**src/uart_mp_pkg.sv**
```systemverilog
// constants shared by the serial port with multiprocessor addressing
package uart_mp_pkg;
   localparam int         SFR_W         = 8;
   localparam logic [7:0] CONTROL_ADDR  = 8'h98;
   localparam logic [7:0] DATA_ADDR     = 8'h99;
   localparam logic [7:0] CONTROL_RESET = 8'h00;
   localparam logic [7:0] DATA_RESET    = 8'h00;
   localparam int         MODE_HI_BIT   = 7;
   localparam int         MODE_LO_BIT   = 6;
   localparam int         MP_EN_BIT     = 5;
   localparam int         RX_EN_BIT     = 4;
   localparam int         TX9_BIT       = 3;
   localparam int         RX9_BIT       = 2;
   localparam int         TX_FLAG_BIT   = 1;
   localparam int         RX_FLAG_BIT   = 0;
   // sixteen sample ticks per asynchronous bit
   localparam logic [3:0] TICK_LAST     = 4'hF;
   localparam logic [3:0] SAMPLE_TICK   = 4'h7;
   // fixed-rate mode: 64 or 32 clocks per bit, so 4 or 2 per tick
   localparam logic [3:0] FIX_DIV_SLOW  = 4'h4;
   localparam logic [3:0] FIX_DIV_FAST  = 4'h2;
   // synchronous mode: 12 clocks per bit, one tick per half bit
   localparam logic [3:0] SYNC_HALF_DIV = 4'h6;
   localparam logic [3:0] LAST_BIT_8    = 4'h7;
   localparam logic [3:0] LAST_BIT_9    = 4'h8;
   typedef enum logic [1:0] {
      MODE_SYNC = 2'b00,
      MODE_8BIT = 2'b01,
      MODE_9FIX = 2'b10,
      MODE_9VAR = 2'b11
   } mode_e;
   typedef enum logic [1:0] {
      ST_IDLE  = 2'b00,
      ST_START = 2'b01,
      ST_DATA  = 2'b11,
      ST_STOP  = 2'b10
   } frame_state_e;
endpackage

```
**src/tick_divider.sv**
```systemverilog
// free-running divider giving a one-cycle tick every i_div clocks
module tick_divider #(
   parameter int W = 4
) (
   input  wire logic         i_clk,
   input  wire logic         i_rst,
   input  wire logic         i_run,
   input  wire logic [W-1:0] i_div,
   output logic              o_tick
);
   logic [W-1:0] cnt_reg;

   always_ff @(posedge i_clk or posedge i_rst)
   begin
      if (i_rst)
      begin
         cnt_reg <= '0;
         o_tick  <= 1'b0;
      end
      else if (!i_run || cnt_reg >= i_div - W'(1))
      begin
         cnt_reg <= '0;
         o_tick  <= i_run;
      end
      else
      begin
         cnt_reg <= cnt_reg + W'(1);
         o_tick  <= 1'b0;
      end
   end
endmodule // tick_divider

```
**src/uart_multiprocessor_addressing.sv**
```systemverilog
// serial port: control register, split data buffer, nine-bit multiprocessor receive filter
module uart_multiprocessor_addressing (
   input  wire logic                          i_clk,
   input  wire logic                          i_rst,
   input  wire logic [uart_mp_pkg::SFR_W-1:0] i_sfr_addr,
   input  wire logic [uart_mp_pkg::SFR_W-1:0] i_sfr_wdata,
   input  wire logic                          i_sfr_wr,
   input  wire logic                          i_sfr_rd,
   input  wire logic [uart_mp_pkg::SFR_W-1:0] i_bit_addr,
   input  wire logic                          i_bit_wdata,
   input  wire logic                          i_bit_wr,
   input  wire logic                          i_timer1_ovf,
   input  wire logic                          i_baud_doubling,
   input  wire logic                          i_rxd,
   output logic [uart_mp_pkg::SFR_W-1:0]      o_sfr_rdata,
   output logic                               o_txd,
   output logic                               o_rxd_out,
   output logic                               o_rxd_oe_n,
   output logic                               o_transmit_flag,
   output logic                               o_receive_flag
);
   import uart_mp_pkg::*;

   logic [7:0]   control_reg;
   logic [7:0]   control_next;
   logic [7:0]   rx_buffer_reg;
   logic [8:0]   tx_shift_reg;
   logic [3:0]   tx_cnt_reg;
   logic [3:0]   tx_bits_reg;
   logic [8:0]   rx_shift_reg;
   logic [3:0]   rx_cnt_reg;
   logic [3:0]   rx_bits_reg;
   logic         tx_done_reg;
   logic         sync_rx_reg;
   logic         sync_rx_done_reg;
   logic         rx_load_reg;
   logic         rx9_val_reg;
   logic         rxd_prev_reg;
   logic         ovf_half_reg;
   logic         fix_tick;
   logic         h_tick;
   logic         s_tick;
   logic         rx_sample;
   logic         rx_accept;
   logic         rx_ninth;
   frame_state_e tx_state_reg;
   frame_state_e rx_state_reg;
   mode_e        mode;
   logic         nine_bit;
   logic         tx_start;
   logic [3:0]   last_bit;

   assign mode     = mode_e'(control_reg[MODE_HI_BIT:MODE_LO_BIT]);
   assign nine_bit = control_reg[MODE_HI_BIT];
   assign last_bit = nine_bit ? LAST_BIT_9 : LAST_BIT_8;
   assign tx_start = i_sfr_wr && i_sfr_addr == DATA_ADDR;

   //----------------------------------------
   // bit clocks
   //----------------------------------------
   tick_divider #(.W(4)) fix_div (
      .i_clk  (i_clk),
      .i_rst  (i_rst),
      .i_run  (mode == MODE_9FIX),
      .i_div  (i_baud_doubling ? FIX_DIV_FAST : FIX_DIV_SLOW),
      .o_tick (fix_tick)
   );
   tick_divider #(.W(4)) sync_div (
      .i_clk  (i_clk),
      .i_rst  (i_rst),
      .i_run  (mode == MODE_SYNC),
      .i_div  (SYNC_HALF_DIV),
      .o_tick (h_tick)
   );

   always_ff @(posedge i_clk or posedge i_rst)
   begin
      if (i_rst)
         ovf_half_reg <= 1'b0;
      else if (i_timer1_ovf)
         ovf_half_reg <= ~ovf_half_reg;
   end

   assign s_tick = (mode == MODE_9FIX) ? fix_tick
                 : (i_timer1_ovf && (i_baud_doubling || ovf_half_reg));

   //----------------------------------------
   // control register
   //----------------------------------------
   always_comb
   begin
      control_next = control_reg;
      if (i_sfr_wr && i_sfr_addr == CONTROL_ADDR)
         control_next = i_sfr_wdata;
      if (i_bit_wr && i_bit_addr[7:3] == CONTROL_ADDR[7:3])
         control_next[i_bit_addr[2:0]] = i_bit_wdata;
      if (rx_load_reg)
      begin
         control_next[RX9_BIT]     = rx9_val_reg;
         control_next[RX_FLAG_BIT] = 1'b1;
      end
      if (tx_done_reg)
         control_next[TX_FLAG_BIT] = 1'b1;
   end

   always_ff @(posedge i_clk or posedge i_rst)
   begin
      if (i_rst)
      begin
         control_reg     <= CONTROL_RESET;
         o_transmit_flag <= 1'b0;
         o_receive_flag  <= 1'b0;
      end
      else
      begin
         control_reg     <= control_next;
         o_transmit_flag <= control_next[TX_FLAG_BIT];
         o_receive_flag  <= control_next[RX_FLAG_BIT];
      end
   end

   always_ff @(posedge i_clk or posedge i_rst)
   begin
      if (i_rst)
         o_sfr_rdata <= 8'h00;
      else if (i_sfr_rd)
         o_sfr_rdata <= (i_sfr_addr == CONTROL_ADDR) ? control_reg
                      : (i_sfr_addr == DATA_ADDR) ? rx_buffer_reg : 8'h00;
   end

   //----------------------------------------
   // transmitter and synchronous engine
   //----------------------------------------
   always_ff @(posedge i_clk or posedge i_rst)
   begin
      if (i_rst)
      begin
         tx_state_reg     <= ST_IDLE;
         tx_shift_reg     <= 9'h000;
         tx_cnt_reg       <= 4'h0;
         tx_bits_reg      <= 4'h0;
         tx_done_reg      <= 1'b0;
         sync_rx_reg      <= 1'b0;
         sync_rx_done_reg <= 1'b0;
         o_txd            <= 1'b1;
         o_rxd_out        <= 1'b1;
         o_rxd_oe_n       <= 1'b1;
      end
      else
      begin
         tx_done_reg      <= 1'b0;
         sync_rx_done_reg <= 1'b0;
         if (mode == MODE_SYNC)
         begin
            if (tx_start)
            begin
               tx_state_reg <= ST_DATA;
               sync_rx_reg  <= 1'b0;
               tx_shift_reg <= {1'b0, i_sfr_wdata};
               o_rxd_out    <= i_sfr_wdata[0];
               o_rxd_oe_n   <= 1'b0;
               o_txd        <= 1'b0;
               tx_bits_reg  <= 4'h0;
            end
            else if (tx_state_reg == ST_IDLE && control_reg[RX_EN_BIT] &&
                     !control_reg[RX_FLAG_BIT] && !sync_rx_done_reg && !rx_load_reg)
            begin
               tx_state_reg <= ST_DATA;
               sync_rx_reg  <= 1'b1;
               o_rxd_oe_n   <= 1'b1;
               o_txd        <= 1'b0;
               tx_bits_reg  <= 4'h0;
            end
            else if (tx_state_reg != ST_IDLE && h_tick)
            begin
               if (!o_txd)
               begin
                  // sample on the rising shift clock
                  o_txd <= 1'b1;
                  if (sync_rx_reg)
                     tx_shift_reg <= {1'b0, i_rxd, tx_shift_reg[7:1]};
               end
               else if (tx_bits_reg == LAST_BIT_8)
               begin
                  tx_state_reg <= ST_IDLE;
                  o_rxd_oe_n   <= 1'b1;
                  tx_done_reg      <= !sync_rx_reg;
                  sync_rx_done_reg <= sync_rx_reg;
               end
               else
               begin
                  o_txd       <= 1'b0;
                  tx_bits_reg <= tx_bits_reg + 4'h1;
                  if (!sync_rx_reg)
                  begin
                     tx_shift_reg <= {1'b0, tx_shift_reg[8:1]};
                     o_rxd_out    <= tx_shift_reg[1];
                  end
               end
            end
         end
         else
         begin
            o_rxd_oe_n <= 1'b1;
            if (tx_start)
            begin
               tx_shift_reg <= {control_reg[TX9_BIT], i_sfr_wdata};
               tx_state_reg <= ST_START;
               o_txd        <= 1'b0;
               tx_cnt_reg   <= 4'h0;
               tx_bits_reg  <= 4'h0;
            end
            else if (tx_state_reg != ST_IDLE && s_tick)
            begin
               tx_cnt_reg <= tx_cnt_reg + 4'h1;
               if (tx_cnt_reg == TICK_LAST)
               begin
                  case (tx_state_reg)
                     ST_START:
                     begin
                        tx_state_reg <= ST_DATA;
                        o_txd        <= tx_shift_reg[0];
                     end
                     ST_DATA:
                     begin
                        if (tx_bits_reg == last_bit)
                        begin
                           tx_state_reg <= ST_STOP;
                           o_txd        <= 1'b1;
                           tx_done_reg  <= 1'b1;
                        end
                        else
                        begin
                           tx_bits_reg  <= tx_bits_reg + 4'h1;
                           tx_shift_reg <= {1'b0, tx_shift_reg[8:1]};
                           o_txd        <= tx_shift_reg[1];
                        end
                     end
                     default:
                     begin
                        tx_state_reg <= ST_IDLE;
                        o_txd        <= 1'b1;
                     end
                  endcase
               end
            end
         end
      end
   end

   //----------------------------------------
   // asynchronous receiver
   //----------------------------------------
   assign rx_sample = s_tick && rx_cnt_reg == SAMPLE_TICK;
   assign rx_ninth  = nine_bit ? rx_shift_reg[8] : i_rxd;
   // ninth bit (stop bit in eight-bit mode) gate under mp enable
   // only the receive flag gates when mp enable clear
   assign rx_accept = !control_reg[RX_FLAG_BIT] && (!control_reg[MP_EN_BIT] || rx_ninth);

   always_ff @(posedge i_clk or posedge i_rst)
   begin
      if (i_rst)
      begin
         rx_state_reg  <= ST_IDLE;
         rx_shift_reg  <= 9'h000;
         rx_cnt_reg    <= 4'h0;
         rx_bits_reg   <= 4'h0;
         rx_load_reg   <= 1'b0;
         rx9_val_reg   <= 1'b0;
         rx_buffer_reg <= DATA_RESET;
         rxd_prev_reg  <= 1'b1;
      end
      else
      begin
         rx_load_reg  <= 1'b0;
         rxd_prev_reg <= i_rxd;
         if (sync_rx_done_reg)
         begin
            rx_buffer_reg <= tx_shift_reg[7:0];
            rx9_val_reg   <= control_reg[RX9_BIT];
            rx_load_reg   <= 1'b1;
         end
         if (mode == MODE_SYNC || !control_reg[RX_EN_BIT])
            rx_state_reg <= ST_IDLE;
         else if (rx_state_reg == ST_IDLE)
         begin
            if (rxd_prev_reg && !i_rxd)
            begin
               rx_state_reg <= ST_START;
               rx_cnt_reg   <= 4'h0;
               rx_bits_reg  <= 4'h0;
            end
         end
         else if (s_tick)
         begin
            rx_cnt_reg <= rx_cnt_reg + 4'h1;
            case (rx_state_reg)
               ST_START:
               begin
                  if (rx_sample && i_rxd)
                     rx_state_reg <= ST_IDLE;
                  else if (rx_cnt_reg == TICK_LAST)
                     rx_state_reg <= ST_DATA;
               end
               ST_DATA:
               begin
                  if (rx_sample)
                     rx_shift_reg <= {i_rxd, rx_shift_reg[8:1]};
                  if (rx_cnt_reg == TICK_LAST)
                  begin
                     if (rx_bits_reg == last_bit)
                        rx_state_reg <= ST_STOP;
                     else
                        rx_bits_reg <= rx_bits_reg + 4'h1;
                  end
               end
               ST_STOP:
               begin
                  if (rx_sample)
                  begin
                     rx_state_reg <= ST_IDLE;
                     if (rx_accept)
                     begin
                        rx_buffer_reg <= nine_bit ? rx_shift_reg[7:0] : rx_shift_reg[8:1];
                        rx9_val_reg   <= rx_ninth;
                        rx_load_reg   <= 1'b1;
                     end
                  end
               end
               default:
                  rx_state_reg <= ST_IDLE;
            endcase
         end
      end
   end
endmodule // uart_multiprocessor_addressing

```
**config.mk**
```make
export PLATFORM = sky130hd
export DESIGN_NAME = uart_multiprocessor_addressing
export DESIGN_NICKNAME = d
export VERILOG_FILES = /design/src/uart_mp_pkg.sv /design/src/tick_divider.sv /design/src/uart_multiprocessor_addressing.sv
export SDC_FILE = /design/constraint.sdc
export NUM_CORES = 1
export LEC_CHECK = 0
export BUFFER_PORTS_ARGS = -buffer_cell sky130_fd_sc_hd__buf_2
export CAP_MARGIN = 10
export CORE_ASPECT_RATIO = 0.75
export CORE_MARGIN = 4
export CORE_UTILIZATION = 48
export CTS_BUF_LIST = sky130_fd_sc_hd__clkbuf_4 sky130_fd_sc_hd__clkbuf_8 sky130_fd_sc_hd__clkbuf_16
export DETAILED_ROUTE_END_ITERATION = 8
export MAX_ROUTING_LAYER = met4
export PLACE_DENSITY = 0.67
export SYNTH_ARGS = -nofsm -noshare
export SYNTH_HDL_FRONTEND = slang
export SYNTH_HIERARCHICAL = 1
export SYNTH_SLANG_ARGS = --single-unit
```
**constraint.sdc**
```tcl
create_clock -name i_clk -period 6.8 [get_ports i_clk]
set_input_delay 1.36 -clock i_clk [delete_from_list [all_inputs] [get_ports i_clk]]
set_output_delay 1.36 -clock i_clk [all_outputs]
set_load 0.02 [all_outputs]
```
==> summary.txt, run 1 <==
Route
  – Via count: 3596
  – Final WL: 10720 um
  – WL/cell: 16.41 um
  – Iter 0 DRT Violations: 347
  – Via density: 5.507
  – Router iterations before antenna repair: 5
  – ANT nets after route: 0
  – # DRC: 0

Logic synthesis
  – Synthesized cell area: 4644 um2
  – Number of synthesized flops with an enable pin: 0
  – Yosys warns: 6
  – Area leader, netlist: dfrtp_1
  – Synthesized instance count: 472
  – Top post-synthesis cells by area: dfrtp_1 42%, mux2i_1 6.3%, mux2_2 5.6%
  – Fraction of registers with async set/reset: 100.0%
  – Seq cells post-synth: 82
  – Avg Cell Area, Syn: 9.840 um2
  – Register area share after synthesis: 44.29%
  – Most frequent cell after synthesis: dfrtp_1
  – Number of distinct library cells after synthesis: 62
  – Post-synth top cells: 78 x dfrtp_1, 39 x nand2_1, 34 x inv_1
  – Synth Flop Type: dfrtp_1
  – Area share of the largest cell type after synthesis: 42.03%

Timing
  – Setup_tns: 0 ps
  – RSZ-0062 raised after global routing: no
  – Final Hold Viols: 0
  – Layout Skew: 6.430 ps
  – Crit path time final: 3278 ps
  – Worst Tran Pin Value: 934.7 ps
  – Slew Viols, Final: 0
  – Highest Clock Rate: 305.1 MHz
  – Setup violators final: 0
  – Period utilization: 48.20%
  – Worst slew margin: 37.69%

Final layout
  – Total of fill cells in the finished design: 844
  – Nets: 572
  – Reg area: 2057 um2
  – Post-route cell area: 5283 um2
  – Multi-input logic area: 2415 um2
  – Layout cells sized above 1: 20.23%
  – P&R area growth vs syn: 13.74%

Setup path
  – Cells along the critical path: buf_2 -> nand4b_1 -> nor2_1 -> nand4_1 -> nand3_1 -> mux2_2
  – Crit-path max cell delay: 630 ps
  – Worst path slowest cell: nand3_1
  – Worst reg-to-reg setup slack: 3790 ps
  – Startpoint types: input pin
  – Worst Path Max Fanout: 16
  – WS Path Type: input pin to flip-flop
  – WP data required: 7020 ps
  – Critical path endpoint category: flip-flop
  – Data arrival time of the worst path: 3500 ps

Placed design
  – GPL Wtd Cong: 0.8793
  – DP HPWL: 7932 um
  – Placed Instance Area: 4992 um2
  – Port bufs: 45

Floorplan
  – Std-Cell Rows: 30
  – Die W: 121.6 um
  – Die Y: 93.19 um
  – # IOs: 46
  – Core footprint: 9234 um2
  – Initial Util: 50.30%
  – Die area: 11330 um2

GRT
  – Gr usage total: 20.26%
  – Initial antenna violation count: 1
  – First-pass GRT wire length: 17660 um
  – Congestion Overflow GR: 0
  – Vias in the first global route: 3462
  – Largest net degree at the start of global routing: 73

Clocking
  – Register clock-pin slew on the reported worst setup and hold paths: 60 ps
  – CTS Buf Count: 9
  – Hold-fix buffers at CTS: 0
  – Clk Latency, worst-skew pair: 340 ps
  – Root buf cell: clkbuf_16
  – CTS H-tree lvls: 3
  – Longest Clk Path Bufs: 2
  – CTS sink count: 82
  – Post CTS Setup Buffer Count: 0
  – Post-CTS Resized: 0
  – CTS tree: yes

Flow run
  – Max-Cap Viols: 0

Power and ir drop
  – Power Density: 273.1 nW/um2
  – Leak: 2.465 nW
  – Peak VDD IR: 0.1190 mV

Worst hold path
  – Min-delay worst type: flip-flop to flip-flop

Run status
  – Status: completed
[worst max-delay path, delay by kind of cell]
| kind | cells | cell delay (ps) |
|---|---|---|
| and+or+nand+nor | 4 | 1640 |
| muxes | 1 | 400 |
| buffers and inverters | 1 | 100 |
[worst paths after layout]
kind | startpoint | to | cells after the start
worst max-delay path | i_sfr_addr[2] | tx_shift_reg[4]$_DFFE_PP0P_ | 6
max in group asynchronous | i_rst | control_reg[0]$_DFF_PP0_ | 3
worst min register to register | ovf_half_reg$_DFFE_PP0P_ | ovf_half_reg$_DFFE_PP0P_ | 1
worst max register to register | control_reg[7]$_DFF_PP0_ | rx_buffer_reg[5]$_DFF_PP0_ | 6
min in group asynchronous | i_rst | fix_div/o_tick$_DFF_PP0_ | 2
worst min-delay path | ovf_half_reg$_DFFE_PP0P_ | ovf_half_reg$_DFFE_PP0P_ | 1
[cells by family (layout without fill, tap and decap cells)]
logic type / after synthesis / in the layout / share of synthesized area, %
AOI/OAI and AO/OA: 95 / 95 / 13.31
xor gates and xnor gates: 13 / 13 / 2.452
adders and majority gates: 20 / 20 / 5.388
buffers and inverters: 52 / 96 / 4.364
DFF: 82 / 82 / 44.29
muxes: 53 / 53 / 12.15
other: 2 / 11 / 0.1617
and+or+nand+nor: 155 / 155 / 17.89
[stage by stage]
step	util (%)	setup WS [ps]	total power [mW]	hold WS (ps)	cells
after floorplan	-	3622	0.8827	424.9	480
after global placement	54.07	3257	0.9647	445.5	636
after detailed placement	54.07	3202	0.9829	440.0	636
after CTS	57.18	3536	1.451	463.4	652
after global routing	57.21	3386	1.529	476.9	653
final	57.21	3522	1.443	461.2	653
[power by group]
part / switching, mW / leakage, nW / internal (mW)
sequential: 0.0964 / 1.05 / 0.573
clock: 0.204 / 0.132 / 0.260
combinational: 0.163 / 1.28 / 0.145
total: 0.464 / 2.46 / 0.979
[layout make-up]
cell class / instances / area share, %
clock inverters: 6 / 0.9237
repair buffers: 46 / 4.405
well taps: 128 / 3.032
inverters: 34 / 2.416
clock buffers: 10 / 4.524
diodes: 1 / 0.04737
multi-input cells: 346 / 45.71
flip-flops and latches: 82 / 38.94
[placed cells by master, fill, tap and decap left out, drive strengths merged, types with 16 or more instances in the layout]
cell type	netlist	routed
mux2	24	24
o21ai	22	22
nand3	16	16
mux2i	29	29
inv	34	36
ha	20	20
nand2	39	39
buf	6	46
a21oi	27	27
nor2	36	36
dfrtp	78	78
[layer usage]
metal / vias to the layer above / track usage (%) / wire length, um
met2: 131 / 29.47 / 4668
met3: 14 / 5.200 / 880
met5: - / - / 0
met1: 1688 / 28.73 / 5083
li1: 1763 / - / -
met4: 0 / 4.478 / 84
Power figures use the tool's default switching activity.
==> run 2, diff against run 1 <==
--- a/config.mk
+++ b/config.mk
@@ -5,6 +5,7 @@
 export SDC_FILE = /design/constraint.sdc
 export NUM_CORES = 1
 export LEC_CHECK = 0
+export ABC_AREA = 1
 export BUFFER_PORTS_ARGS = -buffer_cell sky130_fd_sc_hd__buf_2
 export CAP_MARGIN = 10
 export CORE_ASPECT_RATIO = 0.75
==> constraint.sdc (replaced) <==
create_clock -name i_clk -period 3.4 [get_ports i_clk]
set_input_delay 0.68 -clock i_clk [delete_from_list [all_inputs] [get_ports i_clk]]
set_output_delay 0.68 -clock i_clk [all_outputs]
set_load 0.02 [all_outputs]
==> run 2 against run 1 <==
Area after synthesis up 8.3%. Highest routed layer unchanged. Critical path type unchanged. Hold slack worse by 200 ps. Utilization shrank 1.4 points. Critical endpoint is now tx_shift_reg[2]$_DFFE_PP0P_. Largest power group unchanged. First-iteration DRC count increased by 6.3%.
==> summary.txt, run 2 <==
Run status
  – Status: completed

Route
  – ANT nets after route: 0 (unchanged)
  – # DRC: 0 (unchanged)
  – Max Used Layer: met4
  – Iter 0 DRT Violations: 369 (+6.3%)
  – Met3 Wirelength: 622 um (-29%)
  – Met2 wire length: 5172 um (+11%)
  – Via density: 5.119 (-7.0%)
  – Router iterations before antenna repair: 5 (unchanged)
  – Final WL: 11650 um (+8.7%)
  – Via count: 4392 (+22%)
  – Met1 Wirelength: 5799 um (+14%)
  – WL/cell: 13.58 um (-17%)

Timing
  – Crit path time final: 2164 ps
  – Worst Tran Pin Value: 817.2 ps (-117.5 ps)
  – Slew Viols, Final: 0 (unchanged)
  – Setup_tns: 0 ps (unchanged)
  – Period utilization: 63.64%
  – Layout Skew: 8.094 ps (+1.665 ps)
  – Highest Clock Rate: 462.2 MHz
  – Worst slew margin: 45.44% (+7.8 points)
  – Setup violators final: 0 (unchanged)
  – Final Hold Viols: 0 (unchanged)
  – RSZ-0062 raised after global routing: no

Logic synthesis
  – Register area share after synthesis: 40.89% (-3.4 points)
  – Synth Flop Type: dfrtp_1
  – Synthesized instance count: 660 (+40%)
  – Avg Cell Area, Syn: 7.623 um2 (-23%)
  – Top post-synthesis cells by area: dfrtp_1 39%, nand2_1 15%, inv_1 6.2%
  – Yosys warns: 6 (unchanged)
  – Post-synth top cells: 197 x nand2_1, 83 x inv_1, 78 x dfrtp_1
  – Number of synthesized flops with an enable pin: 0 (unchanged)
  – Most frequent cell after synthesis: nand2_1
  – Seq cells post-synth: 82 (unchanged)
  – Number of distinct library cells after synthesis: 43 (-31%)
  – Synthesized cell area: 5031 um2 (+8.3%)
  – Area leader, netlist: dfrtp_1
  – Fraction of registers with async set/reset: 100.0% (unchanged)
  – Area share of the largest cell type after synthesis: 38.80% (-3.2 points)

Placed design
  – DP HPWL: 8883 um (+12%)
  – Port bufs: 45 (unchanged)
  – GPL Wtd Cong: 0.8644 (-1.7%)

Clocking
  – CTS tree: yes
  – Root buf cell: clkbuf_16
  – CTS sink count: 82 (unchanged)
  – Clk Latency, worst-skew pair: 340 ps (about the same)
  – Post-CTS Resized: 0 (unchanged)
  – Post CTS Setup Buffer Count: 0 (unchanged)
  – CTS H-tree lvls: 3 (unchanged)
  – Register clock-pin slew on the reported worst setup and hold paths: 70 ps (about the same)
  – Hold-fix buffers at CTS: 0 (unchanged)
  – CTS Buf Count: 9 (unchanged)
  – Longest Clk Path Bufs: 2 (unchanged)

Final layout
  – Most frequent cells in the layout: 197 x nand2_1, 82 x inv_1, 78 x dfrtp_1, 53 x nand3_1, 51 x nor2_1
  – P&R area growth vs syn: 13.68% (about the same)
  – Layout cells sized above 1: 16.07% (-4.2 points)
  – Nets: 770 (+35%)
  – Inserted Diodes: 0 (-1)
  – Leading cell type in the layout, fill and taps excluded: nand2_1

Setup path
  – WS Path Type: input pin to flip-flop
  – Startpoint types: input pin
  – Worst reg-to-reg setup slack: 1380 ps (-2410 ps)
  – Data arrival time of the worst path: 2390 ps (-1110 ps)
  – RR Startpoint: rx_state_reg[0]$_DFFE_PP0P_
  – Worst Path Max Fanout: 25 (+9)
  – R2r endpoint: rx_buffer_reg[7]$_DFF_PP0_
  – Critical path endpoint category: flip-flop
  – WP data required: 3630 ps (-3390 ps)
  – Reg2reg path depth: 8 (+2)

GRT
  – Gr usage total: 20.52% (+0.25 points)
  – Largest net degree at the start of global routing: 39 (-47%)
  – Vias in the first global route: 4047 (+17%)
  – Congestion Overflow GR: 0 (unchanged)
  – Initial antenna violation count: 0 (-1)
  – First-pass GRT wire length: 19950 um (+13%)

Power and ir drop
  – Peak VDD IR: 0.2914 mV (+140%)
  – Tot Pwr: 3.254 mW (+130%)
  – Power Density: 569.0 nW/um2 (+110%)
  – Leak: 3.021 nW (+23%)

Floorplan
  – # IOs: 46 (unchanged)
  – Die Y: 96.66 um (+3.7%)
  – Core footprint: 10250 um2 (+11%)
  – Initial Util: 49.08% (-1.2 points)
  – Die area: 12200 um2 (+7.7%)
  – Die W: 126.2 um (+3.8%)
  – Std-Cell Rows: 32 (+6.7%)

Worst hold path
  – Min-delay worst type: input pin to asynchronous set/reset pin

Flow run
  – Max-Cap Viols: 0 (unchanged)
## run 2: cell types whose count changed in the layout (fill, tap and decap cells not counted), moves of 18 or more
| cell | before | now |
|---|---|---|
| mux2_2 | 23 | 0 |
| nor2_1 | 33 | 51 |
| inv_1 | 33 | 82 |
| nand3_1 | 14 | 53 |
| o21ai_0 | 19 | 43 |
| mux2i_1 | 29 | 3 |
| nand2_1 | 39 | 197 |
## run 2: worst max-delay path, cell delays in order
cell     delay, ps
buf_2          110
nor3_4         430
nand3_4        360
nand2_4        160
inv_2           80
o21ai_4        160
nand2_2        220
nand2_1        120
nand2_1         60
## run 2: cell families (layout without fill, tap and decap cells)
| logic type | Yosys count | count (layout) | share of synthesized area [%] |
|---|---|---|---|
| simple gates | 348 | 348 | 31.96 |
| buf+inv | 101 | 155 | 8.182 |
| compound gates | 89 | 89 | 10.64 |
| flops | 82 | 82 | 40.89 |
| fa+ha+maj | 20 | 20 | 4.974 |
| xor+xnor | 15 | 15 | 2.611 |
| mux | 3 | 3 | 0.5969 |
| other cells | 2 | 10 | 0.1493 |
## run 2: final cells by class
type / instances / area [um2]
sequential: 82 / 2057
inverter: 91 / 341.6
clock buffer: 10 / 239.0
multi-input combinational: 485 / 2592
timing repair buffer: 48 / 247.7
tap: 136 / 170.2
clock inverter: 6 / 71.32
fill: 989 / 4531
## run 2: worst max path at each step
| stage | start | end |
|---|---|---|
| after floorplan | i_rst | control_reg[0]$_DFF_PP0_ |
| after global placement | i_sfr_addr[5] | tx_shift_reg[7]$_DFFE_PP0P_ |
| after detailed placement | i_sfr_addr[5] | tx_shift_reg[4]$_DFFE_PP0P_ |
| after CTS | i_sfr_addr[2] | tx_shift_reg[2]$_DFFE_PP0P_ |
| after global routing | i_sfr_addr[5] | tx_shift_reg[7]$_DFFE_PP0P_ |
| final | i_sfr_addr[5] | tx_shift_reg[2]$_DFFE_PP0P_ |
## run 2: stage by stage
| step | worst slack [ps] | hold WS (ps) | area, um2 | util (%) | std cells |
|---|---|---|---|---|---|
| final | 1236 | 256.8 | 5719 | 55.80 | 858 |
| after global routing | 1083 | 269.0 | 5719 | 55.80 | 858 |
| after CTS | 1268 | 258.5 | 5719 | 55.80 | 858 |
| after detailed placement | 952.9 | 465.2 | 5409 | 52.77 | 842 |
| after global placement | 1031 | 455.0 | 5409 | 52.77 | 842 |
| after floorplan | 901.7 | 409.1 | 5061 | - | 668 |
## run 2: report_power, final
part,total (mW),internal (mW),switching (mW),leakage (nW)
registers,1.35,1.16,0.195,1.04
clock network,1.01,0.597,0.417,0.146
logic,0.886,0.335,0.551,1.83
total,3.25,2.09,1.16,3.02
## run 2: per-layer routing
metal  vias to the layer above  global-route usage [%]
met5                         -                       -
met4                         0                   4.122
met3                         7                   4.194
met2                       120                   30.49
met1                      2045                   29.41
li1                       2220                       -
==> run 3, diff against run 2 <==
==> constraint.sdc (replaced) <==
create_clock -name i_clk -period 2.2 [get_ports i_clk]
set_input_delay 0.44 -clock i_clk [delete_from_list [all_inputs] [get_ports i_clk]]
set_output_delay 0.44 -clock i_clk [all_outputs]
set_load 0.02 [all_outputs]
==> run 3 against run 2 <==
Hold slack lost 220 ps. Largest power group unchanged. Die area unchanged. Routed wire length rose by 1.3%. Utilization rose by 0.46 points. Final cell count is 0.47% higher. Combinational power rose by 57%. Critical path depth shrank 1. Setup slack got worse by 990 ps. Clock skew fell by 1.1 ps. Sequential share of layout area shrank 0.30 points.
==> summary.txt, run 3 (synthesis results as in run 2) <==
Run status
  – Status: completed

Timing
  – RSZ-0062 raised after global routing: no
  – Setup violators final: 0 (unchanged)
  – Highest Clock Rate: 512.0 MHz
  – Crit path time final: 1953 ps
  – Period utilization: 88.78%
  – Slew Viols, Final: 0 (unchanged)
  – Layout Skew: 7.030 ps (-1.064 ps)
  – Setup ws final: 246.8 ps (-989.6 ps)
  – Final hold slack: 33.14 ps (-223.6 ps)
  – Setup_tns: 0 ps (unchanged)
  – Final Hold Viols: 0 (unchanged)

Route
  – Via density: 5.154 (+0.69%)
  – Iter 0 DRT Violations: 363 (-1.6%)
  – WL/cell: 13.70 um (+0.85%)
  – Router iterations before antenna repair: 5 (unchanged)
  – # DRC: 0 (unchanged)
  – ANT nets after route: 0 (unchanged)
  – Final WL: 11810 um (+1.3%)
  – Via count: 4443 (+1.2%)

GRT
  – First-pass GRT wire length: 19710 um (-1.2%)
  – Initial antenna violation count: 0 (unchanged)
  – Largest net degree at the start of global routing: 54 (+38%)
  – Vias in the first global route: 4094 (+1.2%)
  – Gr usage total: 20.37% (-0.15 points)
  – Congestion Overflow GR: 0 (unchanged)

Clocking
  – CTS H-tree lvls: 3 (unchanged)
  – Hold-fix buffers at CTS: 0 (unchanged)
  – CTS sink count: 82 (unchanged)
  – Longest Clk Path Bufs: 2 (unchanged)
  – Clk Latency, worst-skew pair: 340 ps (about the same)
  – CTS Buf Count: 9 (unchanged)
  – Post CTS Setup Buffer Count: 0 (unchanged)
  – Post-CTS Resized: 0 (unchanged)
  – CTS tree: yes
  – Root buf cell: clkbuf_16
  – Register clock-pin slew on the reported worst setup and hold paths: 70 ps (about the same)

Final layout
  – Most frequent cells in the layout: 197 x nand2_1, 82 x inv_1, 78 x dfrtp_1, 53 x nand3_1, 51 x nor2_1
  – Post-Layout Cell Count: 862 (+0.47%)
  – Total of fill cells in the finished design: 966 (-2.3%)
  – Nets: 774 (+0.52%)
  – Leading cell type in the layout, fill and taps excluded: nand2_1
  – Post-layout util: 56.26% (+0.46 points)
  – Multi-input logic area: 2592 um2 (unchanged)
  – P&R area growth vs syn: 14.62%
  – Inserted Diodes: 0 (unchanged)
  – Reg area: 2057 um2 (unchanged)
  – Layout cells sized above 1: 16.53% (+0.46 points)
  – Post-route cell area: 5767 um2 (+0.83%)

Floorplan
  – Die W: 126.2 um (unchanged)
  – # IOs: 46 (unchanged)
  – Core footprint: 10250 um2 (unchanged)
  – Die Y: 96.66 um (unchanged)
  – Std-Cell Rows: 32 (unchanged)
  – Initial Util: 49.08% (unchanged)
  – Die area: 12200 um2 (unchanged)

Setup path
  – Worst reg-to-reg setup slack: 250 ps (-1130 ps)
  – RR Startpoint: rx_state_reg[0]$_DFFE_PP0P_
  – Crit-path max cell delay: 430 ps (about the same)
  – R2r endpoint: rx_buffer_reg[3]$_DFF_PP0_
  – Critical path endpoint category: flip-flop
  – Cells along the critical path: inv_1 -> ha_1 -> inv_1 -> nand2_4 -> nor3b_4 -> nand3_4 -> nand2_1 -> o21ai_2
  – WS Path Type: flip-flop to flip-flop
  – CP top delay family: simple AND/OR/NAND/NOR gates
  – CP Buf/Inv Count: 2 (unchanged)
  – Data arrival time of the worst path: 2180 ps (-210 ps)
  – WP data required: 2430 ps (-1200 ps)
  – Reg2reg path depth: 8 (unchanged)
  – CP most frequent cell: inv_1
  – Worst path slowest cell: dfrtp_1
  – Startpoint types: flip-flop
  – Worst Path Max Fanout: 19 (-24%)

Placed design
  – Port bufs: 45 (unchanged)
  – DP HPWL: 8972 um (+1.0%)
  – DP Cell Count: 846 (+0.48%)
  – Placed Instance Area: 5455 um2 (+0.86%)
  – DP Worst Slack: 249.3 ps (-703.6 ps)
  – GPL Wtd Cong: 0.9454 (+9.4%)

Flow run
  – Max-Cap Viols: 0 (unchanged)

Power and ir drop
  – Tot Pwr: 5.045 mW (+55%)
  – Power Density: 874.8 nW/um2 (+54%)
  – Leak: 3.045 nW (+0.79%)
  – Peak VDD IR: 0.4795 mV (+65%)

Worst hold path
  – Min-delay worst type: input pin to asynchronous set/reset pin
-- run 3: cell count changes in the layout (fill, tap and decap cells not counted), sizes merged --
cell    previous run  this run
buf               48        52
clkinv             1         3
inv               93        91
-- run 3: worst max path at each step --
stage	from	endpoint	slack (ps)	depth (start not counted)
2_1_floorplan	rx_state_reg[0]$_DFFE_PP0P_	rx_buffer_reg[0]$_DFF_PP0_	500	8
3_3_place_gp	rx_state_reg[0]$_DFFE_PP0P_	rx_buffer_reg[4]$_DFF_PP0_	320	8
3_5_place_dp	rx_state_reg[0]$_DFFE_PP0P_	rx_buffer_reg[3]$_DFF_PP0_	250	8
4_1_cts	rx_state_reg[0]$_DFFE_PP0P_	rx_buffer_reg[3]$_DFF_PP0_	240	8
5_1_grt	rx_state_reg[0]$_DFFE_PP0P_	rx_buffer_reg[0]$_DFF_PP0_	60	8
6_report	rx_state_reg[0]$_DFFE_PP0P_	rx_buffer_reg[3]$_DFF_PP0_	250	8
-- run 3: layer usage --
metal	wire (um)	up-vias	GRT usage (%)	share of wire [%]
met5	0	-	-	0
met1	5840	2060	29.59	49
met4	155	0	5.441	1.3
met2	4930	138	28.73	42
li1	-	2232	-	-
met3	881	13	4.691	7.5
-- run 3: layout make-up --
cell class | count | area share, %
timing repair buffer | 52 | 5.034
tap | 136 | 2.951
multi-input combinational | 485 | 44.96
sequential | 82 | 35.67
clock inverter | 6 | 1.258
clock buffer | 10 | 4.144
inverter | 91 | 5.988
-- run 3: power by group --
group / internal [mW] / total (mW) / switching (mW)
clock network: 0.923 / 1.57 / 0.652
logic: 0.524 / 1.39 / 0.867
registers: 1.79 / 2.08 / 0.287
-- run 3: worst register-to-register path, cell delays in order, from the launching register on --
cell     delay [ps]
dfrtp_1         430
inv_1            90
ha_1            270
inv_1           240
nand2_4         140
nor3b_4         220
nand3_4         240
nand2_1         160
o21ai_2          60
